**config.mk**
```make
export PLATFORM = sky130hd
export DESIGN_NAME = cfg_loader
export DESIGN_NICKNAME = d
export VERILOG_FILES = /design/src/cfg_loader_pkg.sv /design/src/cfg_loader.sv /design/src/cfg_clk_gen.sv
export SDC_FILE = /design/constraint.sdc
export NUM_CORES = 1
export LEC_CHECK = 0
export BUFFER_PORTS_ARGS = -buffer_cell sky130_fd_sc_hd__buf_2
export CAP_MARGIN = 25
export CORE_MARGIN = 3
export CORE_UTILIZATION = 61
export DETAILED_ROUTE_END_ITERATION = 10
export PLACE_DENSITY = 0.8
export RECOVER_POWER = 50
export SLEW_MARGIN = 20
export SYNTH_ARGS = -nofsm -noshare
export SYNTH_HDL_FRONTEND = slang
export SYNTH_HIERARCHICAL = 1
export SYNTH_SLANG_ARGS = --single-unit
```
**constraint.sdc**
```tcl
create_clock -name i_clk_sys -period 2.05 [get_ports i_clk_sys]
set_clock_uncertainty 0.05 [all_clocks]
set_input_delay 0.205 -clock i_clk_sys [delete_from_list [all_inputs] [get_ports i_clk_sys]]
set_output_delay 0.205 -clock i_clk_sys [all_outputs]
set_load 0.005 [all_outputs]
```
**src/cfg_loader_pkg.sv**
```systemverilog
/*
 Constants, types and timing figures for the asynchronous peripheral configuration loader.
 Assumes a single 200 MHz system clock; all times convert to cycles of that clock.
*/
`default_nettype none
package cfg_loader_pkg;

	// ----------------------------------------------------------------
	// Clock and timing
	// ----------------------------------------------------------------
	localparam int CLK_PERIOD_PS       = 5000;
	localparam int BUSY_DELAY_MAX_NS   = 60;
	localparam int BUSY_DELAY_CYC      = (BUSY_DELAY_MAX_NS * 1000) / CLK_PERIOD_PS;
	localparam int SLOW_PERIOD_MIN_NS  = 640;
	localparam int SLOW_PERIOD_MAX_NS  = 2000;
	localparam int FAST_PERIOD_MIN_NS  = 80;
	localparam int FAST_PERIOD_MAX_NS  = 250;
	// Chosen period is the least figure rounded up to whole system cycles
	localparam int SLOW_DIV_CYC        = (SLOW_PERIOD_MIN_NS * 1000 + CLK_PERIOD_PS - 1) / CLK_PERIOD_PS;
	localparam int FAST_DIV_CYC        = (FAST_PERIOD_MIN_NS * 1000 + CLK_PERIOD_PS - 1) / CLK_PERIOD_PS;
	localparam int DIV_W               = 8;
	localparam logic [DIV_W-1:0] SLOW_HALF = DIV_W'(SLOW_DIV_CYC / 2 - 1);
	localparam logic [DIV_W-1:0] FAST_HALF = DIV_W'(FAST_DIV_CYC / 2 - 1);

	// ----------------------------------------------------------------
	// Data path
	// ----------------------------------------------------------------
	localparam int BYTE_W              = 8;
	localparam logic [2:0] BIT_LAST    = 3'h7;
	localparam logic [BYTE_W-1:0] BYTE_RST = 8'h00;
	// Config edges counted in a stall; three edges span at least two full periods
	localparam logic [1:0] STALL_MIN_EDGES = 2'h3;

	// Write port handshake states
	typedef enum logic [1:0] {
		WR_IDLE,
		WR_STROBE,
		WR_BUSY
	} wr_state_t;

endpackage
`default_nettype wire

```
**src/cfg_loader.sv**
```systemverilog
/*
 Asynchronous peripheral configuration loader top: byte write port with
 ready/busy handshake, double-buffered parallel-to-serial converter, config clock.
 Assumes host pins synchronous to i_clk_sys; downstream memory takes a bit per enable.
*/
`timescale 1ns/10ps
`default_nettype none
module cfg_loader
	import cfg_loader_pkg::*;
(
	input  wire logic              i_clk_sys,
	input  wire logic              i_rstn,
	input  wire logic              i_chip_select_low_n,
	input  wire logic              i_chip_select_high,
	input  wire logic              i_write_strobe_n,
	input  wire logic              i_read_strobe_n,
	input  wire logic [BYTE_W-1:0] i_data,
	input  wire logic              i_init_all,
	input  wire logic              i_master_mode,
	input  wire logic              i_fast_rate,
	input  wire logic              i_ext_config_clock,
	output logic                   o_ready,
	output logic                   o_config_clock,
	output logic                   o_cfg_bit,
	output logic                   o_cfg_bit_valid
);

	// ----------------------------------------------------------------
	// Reset release
	// ----------------------------------------------------------------
	logic rst_meta;
	logic rst_n;
	always_ff @(posedge i_clk_sys or negedge i_rstn)
	begin
		if (!i_rstn)
		begin
			rst_meta <= 1'b0;
			rst_n    <= 1'b0;
		end
		else
		begin
			rst_meta <= 1'b1;
			rst_n    <= rst_meta;
		end
	end

	// ----------------------------------------------------------------
	// Config clock: internal divider or external pin edge
	// ----------------------------------------------------------------
	logic gen_clk;
	logic gen_rise;
	logic ext_prev;
	logic run;
	logic shift_en;

	// Loading is held off until every chained init is high
	assign run = i_init_all;

	cfg_clk_gen u_clk_gen (
		.i_clk_sys (i_clk_sys),
		.i_rst_n   (rst_n),
		.i_run     (run && i_master_mode),
		.i_fast    (i_fast_rate),
		.o_cfg_clk (gen_clk),
		.o_rise_en (gen_rise)
	);

	// External clock edge detect (pins synchronous by assumption)
	always_ff @(posedge i_clk_sys or negedge rst_n)
	begin
		if (!rst_n)
			ext_prev <= 1'b0;
		else
			ext_prev <= i_ext_config_clock;
	end

	// Edge source follows mode; external party keeps period and delay
	assign shift_en = run && (i_master_mode ? gen_rise : (i_ext_config_clock && !ext_prev));

	// ----------------------------------------------------------------
	// Write port and converter state
	// ----------------------------------------------------------------
	wr_state_t         wr_state;
	wr_state_t         next_wr_state;
	logic [BYTE_W-1:0] in_reg;
	logic [BYTE_W-1:0] next_in_reg;
	logic              in_full;
	logic              next_in_full;
	logic [BYTE_W-1:0] shift_reg;
	logic [BYTE_W-1:0] next_shift_reg;
	logic              shift_full;
	logic              next_shift_full;
	logic [2:0]        bit_cnt;
	logic [2:0]        next_bit_cnt;
	logic              next_ready;
	logic              next_cfg_bit;
	logic              next_cfg_bit_valid;
	logic              wr_sel;
	logic              accept;
	logic [1:0]        stall_cnt;
	logic [1:0]        next_stall_cnt;

	// Effective write: low select and strobe low, read high, high select high
	assign wr_sel = !i_chip_select_low_n && i_chip_select_high && i_read_strobe_n && !i_write_strobe_n;

	// Converter, handshake and capture next state
	always_comb
	begin
		next_wr_state      = wr_state;
		next_in_reg        = in_reg;
		next_in_full       = in_full;
		next_shift_reg     = shift_reg;
		next_shift_full    = shift_full;
		next_bit_cnt       = bit_cnt;
		next_stall_cnt     = stall_cnt;
		next_cfg_bit       = o_cfg_bit;
		next_cfg_bit_valid = 1'b0;
		accept             = 1'b0;
		case (wr_state)
			WR_IDLE:
			begin
				if (wr_sel && o_ready)
				begin
					next_wr_state = WR_STROBE;
					next_in_reg   = i_data;
				end
			end
			WR_STROBE:
			begin
				// Latch only while strobe is low; data after the rising edge is ignored
				if (wr_sel)
					next_in_reg = i_data;
				else
				begin
					accept         = 1'b1;
					next_in_full   = 1'b1;
					next_stall_cnt = 2'h0;
					next_wr_state  = WR_BUSY;
				end
			end
			WR_BUSY:
			begin
				// Count config edges so the stall spans the minimum time
				if (shift_en && stall_cnt != STALL_MIN_EDGES)
					next_stall_cnt = stall_cnt + 2'h1;
				if (!in_full && stall_cnt == STALL_MIN_EDGES)
					next_wr_state = WR_IDLE;
			end
			default:
			begin
				next_wr_state = WR_IDLE;
			end
		endcase

		// Shift one bit per config clock edge; reload second stage when empty
		if (shift_en)
		begin
			if (shift_full)
			begin
				next_cfg_bit       = shift_reg[BYTE_W-1];
				next_cfg_bit_valid = 1'b1;
				next_shift_reg     = {shift_reg[BYTE_W-2:0], 1'b0};
				next_bit_cnt       = bit_cnt + 3'h1;
				if (bit_cnt == BIT_LAST)
					next_shift_full = 1'b0;
			end
			else if (in_full)
			begin
				// Transfer on a config edge: delay tracks prior byte and clock phase
				next_shift_reg  = in_reg;
				next_shift_full = 1'b1;
				next_bit_cnt    = 3'h0;
				next_in_full    = accept;
			end
		end

		// Ready low while input register still holds an untransferred byte
		next_ready = (next_wr_state != WR_BUSY) && !next_in_full;
	end

	// Converter and handshake registers
	always_ff @(posedge i_clk_sys or negedge rst_n)
	begin
		if (!rst_n)
		begin
			wr_state        <= WR_IDLE;
			in_reg          <= BYTE_RST;
			in_full         <= 1'b0;
			shift_reg       <= BYTE_RST;
			shift_full      <= 1'b0;
			bit_cnt         <= 3'h0;
			stall_cnt       <= 2'h0;
			o_ready         <= 1'b0;
			o_cfg_bit       <= 1'b0;
			o_cfg_bit_valid <= 1'b0;
			o_config_clock  <= 1'b0;
		end
		else
		begin
			wr_state        <= next_wr_state;
			in_reg          <= next_in_reg;
			in_full         <= next_in_full;
			shift_reg       <= next_shift_reg;
			shift_full      <= next_shift_full;
			bit_cnt         <= next_bit_cnt;
			stall_cnt       <= next_stall_cnt;
			o_ready         <= next_ready;
			o_cfg_bit       <= next_cfg_bit;
			o_cfg_bit_valid <= next_cfg_bit_valid;
			o_config_clock  <= i_master_mode ? gen_clk : i_ext_config_clock;
		end
	end

	// ----------------------------------------------------------------
	// Checks
	// ----------------------------------------------------------------
	logic [4:0] busy_edges;
	always_ff @(posedge i_clk_sys or negedge rst_n)
	begin
		if (!rst_n)
			busy_edges <= 5'h00;
		else if (o_ready)
			busy_edges <= 5'h00;
		else if (shift_en && busy_edges != 5'h1F)
			busy_edges <= busy_edges + 5'h01;
	end

	busy_rise_a: assert property (@(posedge i_clk_sys) disable iff (!rst_n)
		accept |-> ##[1:12] !o_ready)
		else $error("busy not shown after strobe end");

	busy_span_a: assert property (@(posedge i_clk_sys) disable iff (!rst_n)
		(!o_ready && wr_state == WR_BUSY) |-> busy_edges <= 5'h09)
		else $error("stall longer than nine config clocks");

	busy_min_a: assert property (@(posedge i_clk_sys) disable iff (!rst_n)
		($rose(o_ready) && $past(wr_state) == WR_BUSY) |-> $past(busy_edges) >= {3'h0, STALL_MIN_EDGES})
		else $error("stall shorter than allowed");

	capture_a: assert property (@(posedge i_clk_sys) disable iff (!rst_n)
		(wr_state == WR_STROBE && wr_sel) |=> in_reg == $past(i_data))
		else $error("byte not captured during strobe");

	init_hold_a: assert property (@(posedge i_clk_sys) disable iff (!rst_n)
		!i_init_all |=> !o_cfg_bit_valid)
		else $error("loading while init low");

	reload_a: assert property (@(posedge i_clk_sys) disable iff (!rst_n)
		(shift_en && !shift_full && in_full) |=> shift_full && shift_reg == $past(in_reg))
		else $error("second stage failed to reload");

	shift_a: assert property (@(posedge i_clk_sys) disable iff (!rst_n)
		(shift_en && shift_full) |=> o_cfg_bit_valid && o_cfg_bit == $past(shift_reg[BYTE_W-1]))
		else $error("bit not shifted out");

	long_stall_a: assert property (@(posedge i_clk_sys) disable iff (!rst_n)
		(in_full && shift_full) |=> !o_ready)
		else $error("refill before shift should stall");

endmodule
`default_nettype wire

```
**src/cfg_clk_gen.sv**
```systemverilog
/*
 Configuration clock generator: divides the system clock into a config clock pin
 and a one-cycle enable at each rising edge of it.
 Assumes synchronous reset copy from the top and a stable rate select.
*/
`timescale 1ns/10ps
`default_nettype none
module cfg_clk_gen
	import cfg_loader_pkg::*;
(
	input  wire logic i_clk_sys,
	input  wire logic i_rst_n,
	input  wire logic i_run,
	input  wire logic i_fast,
	output logic      o_cfg_clk,
	output logic      o_rise_en
);

	logic [DIV_W-1:0] div_cnt;
	logic [DIV_W-1:0] next_div_cnt;
	logic             next_cfg_clk;
	logic             next_rise_en;
	logic [DIV_W-1:0] half;

	// ----------------------------------------------------------------
	// Divider next state
	// ----------------------------------------------------------------
	always_comb
	begin
		half         = i_fast ? FAST_HALF : SLOW_HALF;
		next_div_cnt = div_cnt;
		next_cfg_clk = o_cfg_clk;
		next_rise_en = 1'b0;
		if (!i_run)
		begin
			next_div_cnt = '0;
			next_cfg_clk = 1'b0;
		end
		else if (div_cnt >= half)
		begin
			next_div_cnt = '0;
			next_cfg_clk = ~o_cfg_clk;
			next_rise_en = ~o_cfg_clk;
		end
		else
		begin
			next_div_cnt = div_cnt + DIV_W'(1);
		end
	end

	// Divider registers
	always_ff @(posedge i_clk_sys or negedge i_rst_n)
	begin
		if (!i_rst_n)
		begin
			div_cnt   <= '0;
			o_cfg_clk <= 1'b0;
			o_rise_en <= 1'b0;
		end
		else
		begin
			div_cnt   <= next_div_cnt;
			o_cfg_clk <= next_cfg_clk;
			o_rise_en <= next_rise_en;
		end
	end

	// ----------------------------------------------------------------
	// Checks
	// ----------------------------------------------------------------
	int unsigned per_cnt;
	int unsigned slow_cnt;
	always_ff @(posedge i_clk_sys or negedge i_rst_n)
	begin
		if (!i_rst_n)
			per_cnt <= 0;
		else if (o_rise_en || !i_run)
			per_cnt <= 0;
		else
			per_cnt <= per_cnt + 1;
	end

	// Cycles run at the slow rate; a rate change mid-period is not judged
	always_ff @(posedge i_clk_sys or negedge i_rst_n)
	begin
		if (!i_rst_n)
			slow_cnt <= 0;
		else if (!i_run || i_fast)
			slow_cnt <= 0;
		else if (slow_cnt < 2 * SLOW_DIV_CYC)
			slow_cnt <= slow_cnt + 1;
	end

	slow_period_a: assert property (@(posedge i_clk_sys) disable iff (!i_rst_n)
		(o_rise_en && slow_cnt >= 2 * SLOW_DIV_CYC) |-> per_cnt + 1 >= SLOW_DIV_CYC
			&& per_cnt + 1 <= SLOW_PERIOD_MAX_NS * 1000 / CLK_PERIOD_PS)
		else $error("slow config clock period out of range");

endmodule
`default_nettype wire

```
After elaboration in Yosys (flattened, before gate mapping)
Index checks and enable logic that the tools add are counted.

Output and inout bits: 4. Bits in registers: 42. Bits of input ports: 18. Word-level logic and storage cells: 91.

Bitwise gates (word level): 1. Reduce and logical (&&, ||, !) cells: 23. Equality and inequality tests: 11. Mux-type cells: 35. $lt $le $gt $ge: 1. Add/subtract/negate cells: 3.

Operator list (count): $mux 8 (6); $mux 1 (18); $pmux 8 s2 (1); $ne 2x2->1 const B (7); $logic_and 1x1->1 (10); $mux 2 (5); $add 8x1->8 const B (1); $ge 8x8->1 (1); $mux 3 (2); $mux 6 (1); $pmux 2 s3 (1); $reduce_and 3->1 (2); $reduce_bool 2->1 (3); $logic_not 1->1 (5); $eq 2x2->1 const B (2); $pmux 2 s2 (1); $reduce_and 2->1 (2); $add 3x1->3 const B (1); $eq 3x3->1 const B (1); $add 2x1->2 const B (1); $eq 2x1->1 const B (1); $logic_not 2->1 (1); $not 1->1 (1).

Logic depth before layout (Yosys ltp)
Gate-level depths: netlist of the first run.

Depth after elaboration: 11. Depth in mapped cells: 5. Depth with buffers taken out: 4.

Modules after synthesis
Netlist of the first run, hierarchy kept.

By module, submodules not included: cfg_loader (cells each 114, times used 1, area an instance 1408.9 µm², seq. area each 800.8 µm²); cfg_clk_gen (cells each 47, times used 1, area an instance 528.0 µm², seq. area each 250.2 µm²).

Worst setup path before layout of the first run
OpenSTA, ideal clock, no wires.

Kind: register to register. Start: register u_clk_gen.div_cnt[5]. End: register u_clk_gen.o_cfg_clk. Arrival: 1.386 ns. Setup time: 0.133 ns. Clock period less this slack: 1.569 ns. Stages on the path, launching flop included: 5. Setup slack: 0.481 ns. Path buffers: 0. Path through: dfrtp_1 ha_1 a2111oi_4 or3_2 nand4b_1.

Cells in the longest elaborated chain, start to end: 2.

Ends and longest elaborated chain: start, declared (line cfg_clk_gen.sv:19) `logic [DIV_W-1:0] div_cnt;`; start signal, assigned (line cfg_clk_gen.sv:62) `div_cnt <= next_div_cnt;`; $ge 8x8->1 (line cfg_clk_gen.sv:39) `else if (div_cnt >= half)`; $ne 2x2->1 (no line); end signal, assigned (line cfg_clk_gen.sv:63) `o_cfg_clk <= next_cfg_clk;`; end, declared (line cfg_clk_gen.sv:15) `output logic o_cfg_clk,`.

No other way between the ends. A chain may end at the register's enable or synchronous reset.

Worst setup path after layout of the first run
Start: register u_clk_gen.div_cnt[5]. End: register u_clk_gen.div_cnt[6].

Cells in the longest elaborated chain, start to end: 3. Elaborated cells between the ends (all ways): 4. Those cells by class: add/sub: 1; order compare: 1; mux: 2.

Ends and longest elaborated chain: $add 8x1->8 or $ge 8x8->1 (tied branches) (line cfg_clk_gen.sv:47, cfg_clk_gen.sv:39); $mux 8 (*) (line cfg_clk_gen.sv:39); $mux 8 (*) (line cfg_clk_gen.sv:34) `if (!i_run)`; via u_clk_gen.next_div_cnt[6] (line cfg_clk_gen.sv:20) `logic [DIV_W-1:0] next_div_cnt;`.

Mark *: on every way through the listed nets, which the timed path passes. The rest lies on a longest branch.

==> results of run 1 <==
==> cell type report <==
class                           count  share of cell area
Clock buffer                        6              0.0190
Clock inverter                      2              0.0173
Inverter                            2             0.00346
Multi-Input combinational cell    112               0.391
Sequential cell                    42               0.484
Tap cell                           42              0.0242
Timing Repair Buffer               25              0.0605
==> cell families (layout without fill, tap and decap cells) <==
family,count (synthesis),after routing
buffers and inverters,7,35
DFF,42,42
and+or+nand+nor,63,63
muxes,12,12
AOI/OAI and AO/OA,25,25
xor gates and xnor gates,3,3
adders and majority gates,7,7
other,2,2
==> cells in the mapped netlist, drive strengths merged <==
master   number
dfrtp        42
or3           2
a2111oi       2
o211ai        1
nand2        15
buf           3
and3          2
a32oi         7
o21a          2
ha            7
nor3b         1
and2          2
nand4bb       1
nor3          3
and4bb        1
a21oi         3
nand3b        1
a21o          1
nand4         2
a31o          1
mux2i         1
mux2         11
inv           2
xnor2         1
nor2b         3
a22o          2
xor2          2
clkbuf        2
o21ai         4
nand3        20
nand4b        1
nor2          8
conb          2
a31oi         2
nand2b        1
==> metrics by stage <==
step	hold slack [ns]	cells	setup WS, ns	instance area [um^2]
floorplan	-0.141	161	0.481	1940
finish	0.0123	231	0.287	2170
global route	0.0105	231	0.227	2170
detailed placement	-0.0577	221	0.339	2080
global placement	-0.0610	221	0.430	2080
CTS	0.00484	231	0.313	2180
==> worst max-delay path: stages, from the launching register on <==
cell	delay, ns
dfrtp_1	0.42
ha_1	0.34
a2111oi_4	0.51
o211ai_4	0.20
nor3_2	0.18
==> worst min path at each step <==
stage	slack, ns	cells after the start	endpoint
after floorplan	-0.14	0	rst_meta
after global placement	-0.06	1	rst_n
after detailed placement	-0.06	1	rst_meta
after CTS	0.005	2	in_reg[2]
after global routing	0.01	2	in_reg[6]
final	0.01	2	in_reg[2]
==> metal layers <==
layer | global-route usage | up-vias | part of all wire
met2 | 0.316 | 34 | 0.50
li1 | - | 638 | -
met1 | 0.260 | 654 | 0.44
met4 | 0.110 | 0 | 0.021
met5 | 0 | - | 0
met3 | 0.0378 | 8 | 0.041
==> power breakdown <==
group / switching, mW / internal (mW) / total (mW) / leakage [nW]
clock network: 0.266 / 0.257 / 0.524 / 0.0385
registers: 0.181 / 1.04 / 1.22 / 0.513
logic: 0.244 / 0.259 / 0.504 / 0.436
total: 0.691 / 1.55 / 2.24 / 0.987
==> flow_metrics.tcl, run 1 <==
set metrics [dict create \
    wl_um 3420 \
    crit_arrival_ns 2.00 \
    rows 19 \
    area_delta_synth_final_pct 12.1 \
    firstDrtPassIters 4 \
    rsz0062_at_grt "no" \
    cts_resized 0 \
    grt.total_usage 0.200 \
    synth-seq-cells 42 \
    dieArea_um2 3890 \
    end_kind "flop" \
    fin_nets 213 \
    grt_pass1_vias 1345 \
    r2r_cells 4 \
    yosysTopAreaCell "dfrtp_1" \
    final_common_cell "dfrtp_1" \
    hold_buffers 2 \
    dpl.hpwl_um 2490 \
    gp_congestion 0.826 \
    numCtsBuffers 5 \
    seqCellArea_um2 1050 \
    synth-simple-area-share 0.188 \
    drv_slew 0 \
    initial_core_util 0.668 \
    grt_pass1_wl_um 6130 \
    worst_pin_slew_ns 1.18 \
    drc_errors 0 \
    h-tree-depth 2 \
    ys_types 44 \
    rr_endpoint "u_clk_gen/div_cnt[6]" \
    grt_max_degree 24 \
    die_y_um 62.4 \
    crit_required_ns 2.29 \
    p_per_area_nw_per_um2 1030 \
    hold_class "input pin to flop" \
    synth_area_um2 1940 \
    relSlewSlack 0.211 \
    syn_area_per_cell_um2 12.0 \
    synth_compound_area_frac 0.117 \
    path_clk_slew_ns 0.12 \
    io_buffers 21 \
    utilization 0.748 \
    fillers 209 \
    crit_type "flop to flop" \
    power_leakage_nw 0.987 \
    synth_xor_area_frac 0.0136 \
    critPathLaunchType "flop" \
    period_needed_ns 1.76 \
    cts_sinks 42 \
    antenna_found_initial 0 \
    drive_above_1_share 0.259 \
    wl_per_cell_um 14.8 \
    status "complete, no violations" \
    drt_iter0_markers 74 \
    synth_fp_nets 186 \
    clockRootBuffer "clkbuf_4" \
    final.setup.tns_ns 0 \
    yosysWarnings 6 \
    worst-r2r-setup-slack_ns 0.29 \
    synthesis.instances 161 \
    fmax_mhz 567 \
    yosysSeqAreaShare 0.543 \
    p_total_mw 2.24 \
    diodes 0 \
    vias 1334 \
    layout_common_cells "dfrtp_1, nand3_1, buf_2" \
    synth.top_cells.by_area "dfrtp_1, mux2_2, nand3_1" \
    coreArea_um2 2900 \
    viasPerCell 5.77 \
    hold_start "i_data[2]" \
    cts_setup_buffers 0 \
    cp_max_fo 6 \
    startpoint "u_clk_gen/div_cnt[5]" \
    cts_tree "built" \
    regToRegStartpoint "u_clk_gen/div_cnt[5]" \
    synthAdderAreaFrac 0.0452 \
    synth_top_area_share 0.543 \
    cp-endpoint "u_clk_gen/div_cnt[6]" \
    final_antenna_net_count 0 \
    synth_top_family_by_area "simple AND/OR/NAND/NOR gates" \
    max_cap_violations 0 \
    multi_input_comb_area_um2 850 \
    fin_crit_sh 0.860 \
    io_pins 22 \
    hold_violations 0 \
    muxShareOfSynthArea 0.0711 \
    clk_latency_ns 0.36 \
    cts_max_path_buffers 2 \
    ir_drop_uv 817 \
    grt.overflow.total 0 \
    die_width_um 62.4 \
    setup-violations-final 0 \
]
(Power assumes the default switching activity.)
==> run 2: changes to the inputs <==
- CORE_UTILIZATION: 61 -> 40
- PLACE_DENSITY: 0.8 -> 0.55
- SETUP_SLACK_MARGIN: unset -> 0.1
==> flow_metrics.tcl, run 2 (synthesis results as in run 1) <==
set metrics [dict create \
    status "complete, no violations" \
    diodes 0 \
    drt_iter0_markers 77 \
    final_common_cell "dfrtp_1" \
    viasPerCell 5.56 \
    switching_share 0.298 \
    drive_above_1_share 0.274 \
    firstDrtPassIters 4 \
    hold_slack_ns 0.0870 \
    dieArea_um2 5710 \
    die_y_um 75.6 \
    cts_resized 0 \
    worst_hold_path.num_cells 2 \
    period_needed_ns 1.74 \
    hold_end "in_reg[2]" \
    grt.overflow.total 0 \
    relSlewSlack 0.534 \
    end_kind "flop" \
    fillers 415 \
    placed_area_um2 2110 \
    critPathLaunchType "flop" \
    hold_class "input pin to flop" \
    crit_arrival_ns 1.90 \
    grt_max_degree 29 \
    numCtsBuffers 5 \
    cts_tree "built" \
    rsz0062_at_grt "no" \
    rows 24 \
    final_antenna_net_count 0 \
    place_inst 232 \
    fmax_mhz 575 \
    clk_latency_ns 0.29 \
    dpl.hpwl_um 2590 \
    h-tree-depth 2 \
    setup-violations-final 0 \
    path_clk_slew_ns 0.07 \
    cts_max_path_buffers 2 \
    power_switching_mw 0.704 \
    power_leakage_nw 1.02 \
    layout.cells.non_filler 242 \
    hold_violations 0 \
    r2r_cells 4 \
    multi_input_comb_area_um2 850 \
    regToRegStartpoint "u_clk_gen/div_cnt[5]" \
    worst_pin_slew_ns 0.699 \
    grt_pass1_wl_um 6030 \
    wl_per_cell_um 14.9 \
    grt_pass1_vias 1293 \
    crit_type "flop to flop" \
    die_width_um 75.6 \
    stdcell_area_um2 2230 \
    clkPwrFrac 0.257 \
    fin_crit_sh 0.849 \
    max_cap_violations 0 \
    clockRootBuffer "clkbuf_8" \
    utilization 0.494 \
    seqCellArea_um2 1050 \
    hold_start "i_data[2]" \
    worst-r2r-setup-slack_ns 0.31 \
    io_pins 22 \
    final.setup.tns_ns 0 \
    p_per_area_nw_per_um2 1060 \
    gp_congestion 0.767 \
    layout_common_cells "dfrtp_1, nand3_1, buf_2" \
    seqPwrFrac 0.514 \
    cts_setup_buffers 0 \
    cp_max_fo 6 \
    p_int_mw 1.66 \
    cts_sinks 42 \
    grt.total_usage 0.142 \
    crit_required_ns 2.21 \
    fin_nets 214 \
    vias 1345 \
    antenna_found_initial 0 \
    comb_power_share 0.229 \
    rr_endpoint "u_clk_gen/div_cnt[4]" \
    drc_errors 0 \
    ir_drop_uv 466 \
    coreArea_um2 4500 \
    area_delta_synth_final_pct 14.9 \
    wl_um 3610 \
    drv_slew 0 \
    initial_core_util 0.430 \
    io_buffers 21 \
]
-- run 2: cell count changes in the layout (fill, tap and decap cells not counted), sizes merged --
cell / delta
buf: +1
clkinvlp: -1
clkbuf: +2
bufinv: -1
-- run 2: what timing repair did --
action / 4_1_cts / 5_1_grt
endpoints found under the setup margin: 0 / 0
hold buffers: 2 / 0
endpoints found under the hold margin: 3 / 0
-- run 2: area by class of cell --
cell class                      instances  area share
Sequential cell                        42       0.472
Tap cell                               52      0.0292
Clock buffer                            8      0.0495
Timing Repair Buffer                   26      0.0641
Inverter                                2     0.00337
Multi-Input combinational cell        112       0.382
-- run 2: worst max-delay path: stages, from the launching register on --
cell       delay (ns)
dfrtp_1          0.42
ha_1             0.33
a2111oi_4        0.49
o211ai_4         0.19
nor2_1           0.18
-- run 2: how the worst max path moves through the flow --
stage,from,end,slack (ns)
global route,u_clk_gen/div_cnt[5],u_clk_gen/div_cnt[4],0.25
finish,u_clk_gen/div_cnt[5],u_clk_gen/div_cnt[4],0.31
floorplan,u_clk_gen/div_cnt[5],u_clk_gen/o_cfg_clk,0.48
global placement,u_clk_gen/div_cnt[5],u_clk_gen/div_cnt[6],0.42
CTS,u_clk_gen/div_cnt[5],u_clk_gen/div_cnt[4],0.33
detailed placement,u_clk_gen/div_cnt[5],u_clk_gen/div_cnt[4],0.35
-- run 2: metrics by stage --
step           setup slack, ns  power (mW)
2_1_floorplan            0.481        1.58
3_3_place_gp             0.420        1.73
3_5_place_dp             0.346        1.78
4_1_cts                  0.330        2.41
5_1_grt                  0.248        2.54
6_report                 0.310        2.37
-- run 2: power by group through the flow --
stage                     clock network, mW  logic [mW]  registers, mW
after global routing                  0.677       0.614           1.25
after detailed placement                  0       0.551           1.23
after CTS                             0.636       0.553           1.22
after global placement                    0       0.515           1.22
final                                 0.609       0.541           1.22
after floorplan                           0       0.403           1.18
-- run 2: layer usage --
metal	up-vias	routed length, um	part of all wire	GRT usage
li1	639	-	-	-
met1	678	1750	0.48	0.193
met2	23	1670	0.46	0.215
met3	5	132	0.037	0.0449
met4	0	63	0.017	0.0524
met5	-	0	0	0
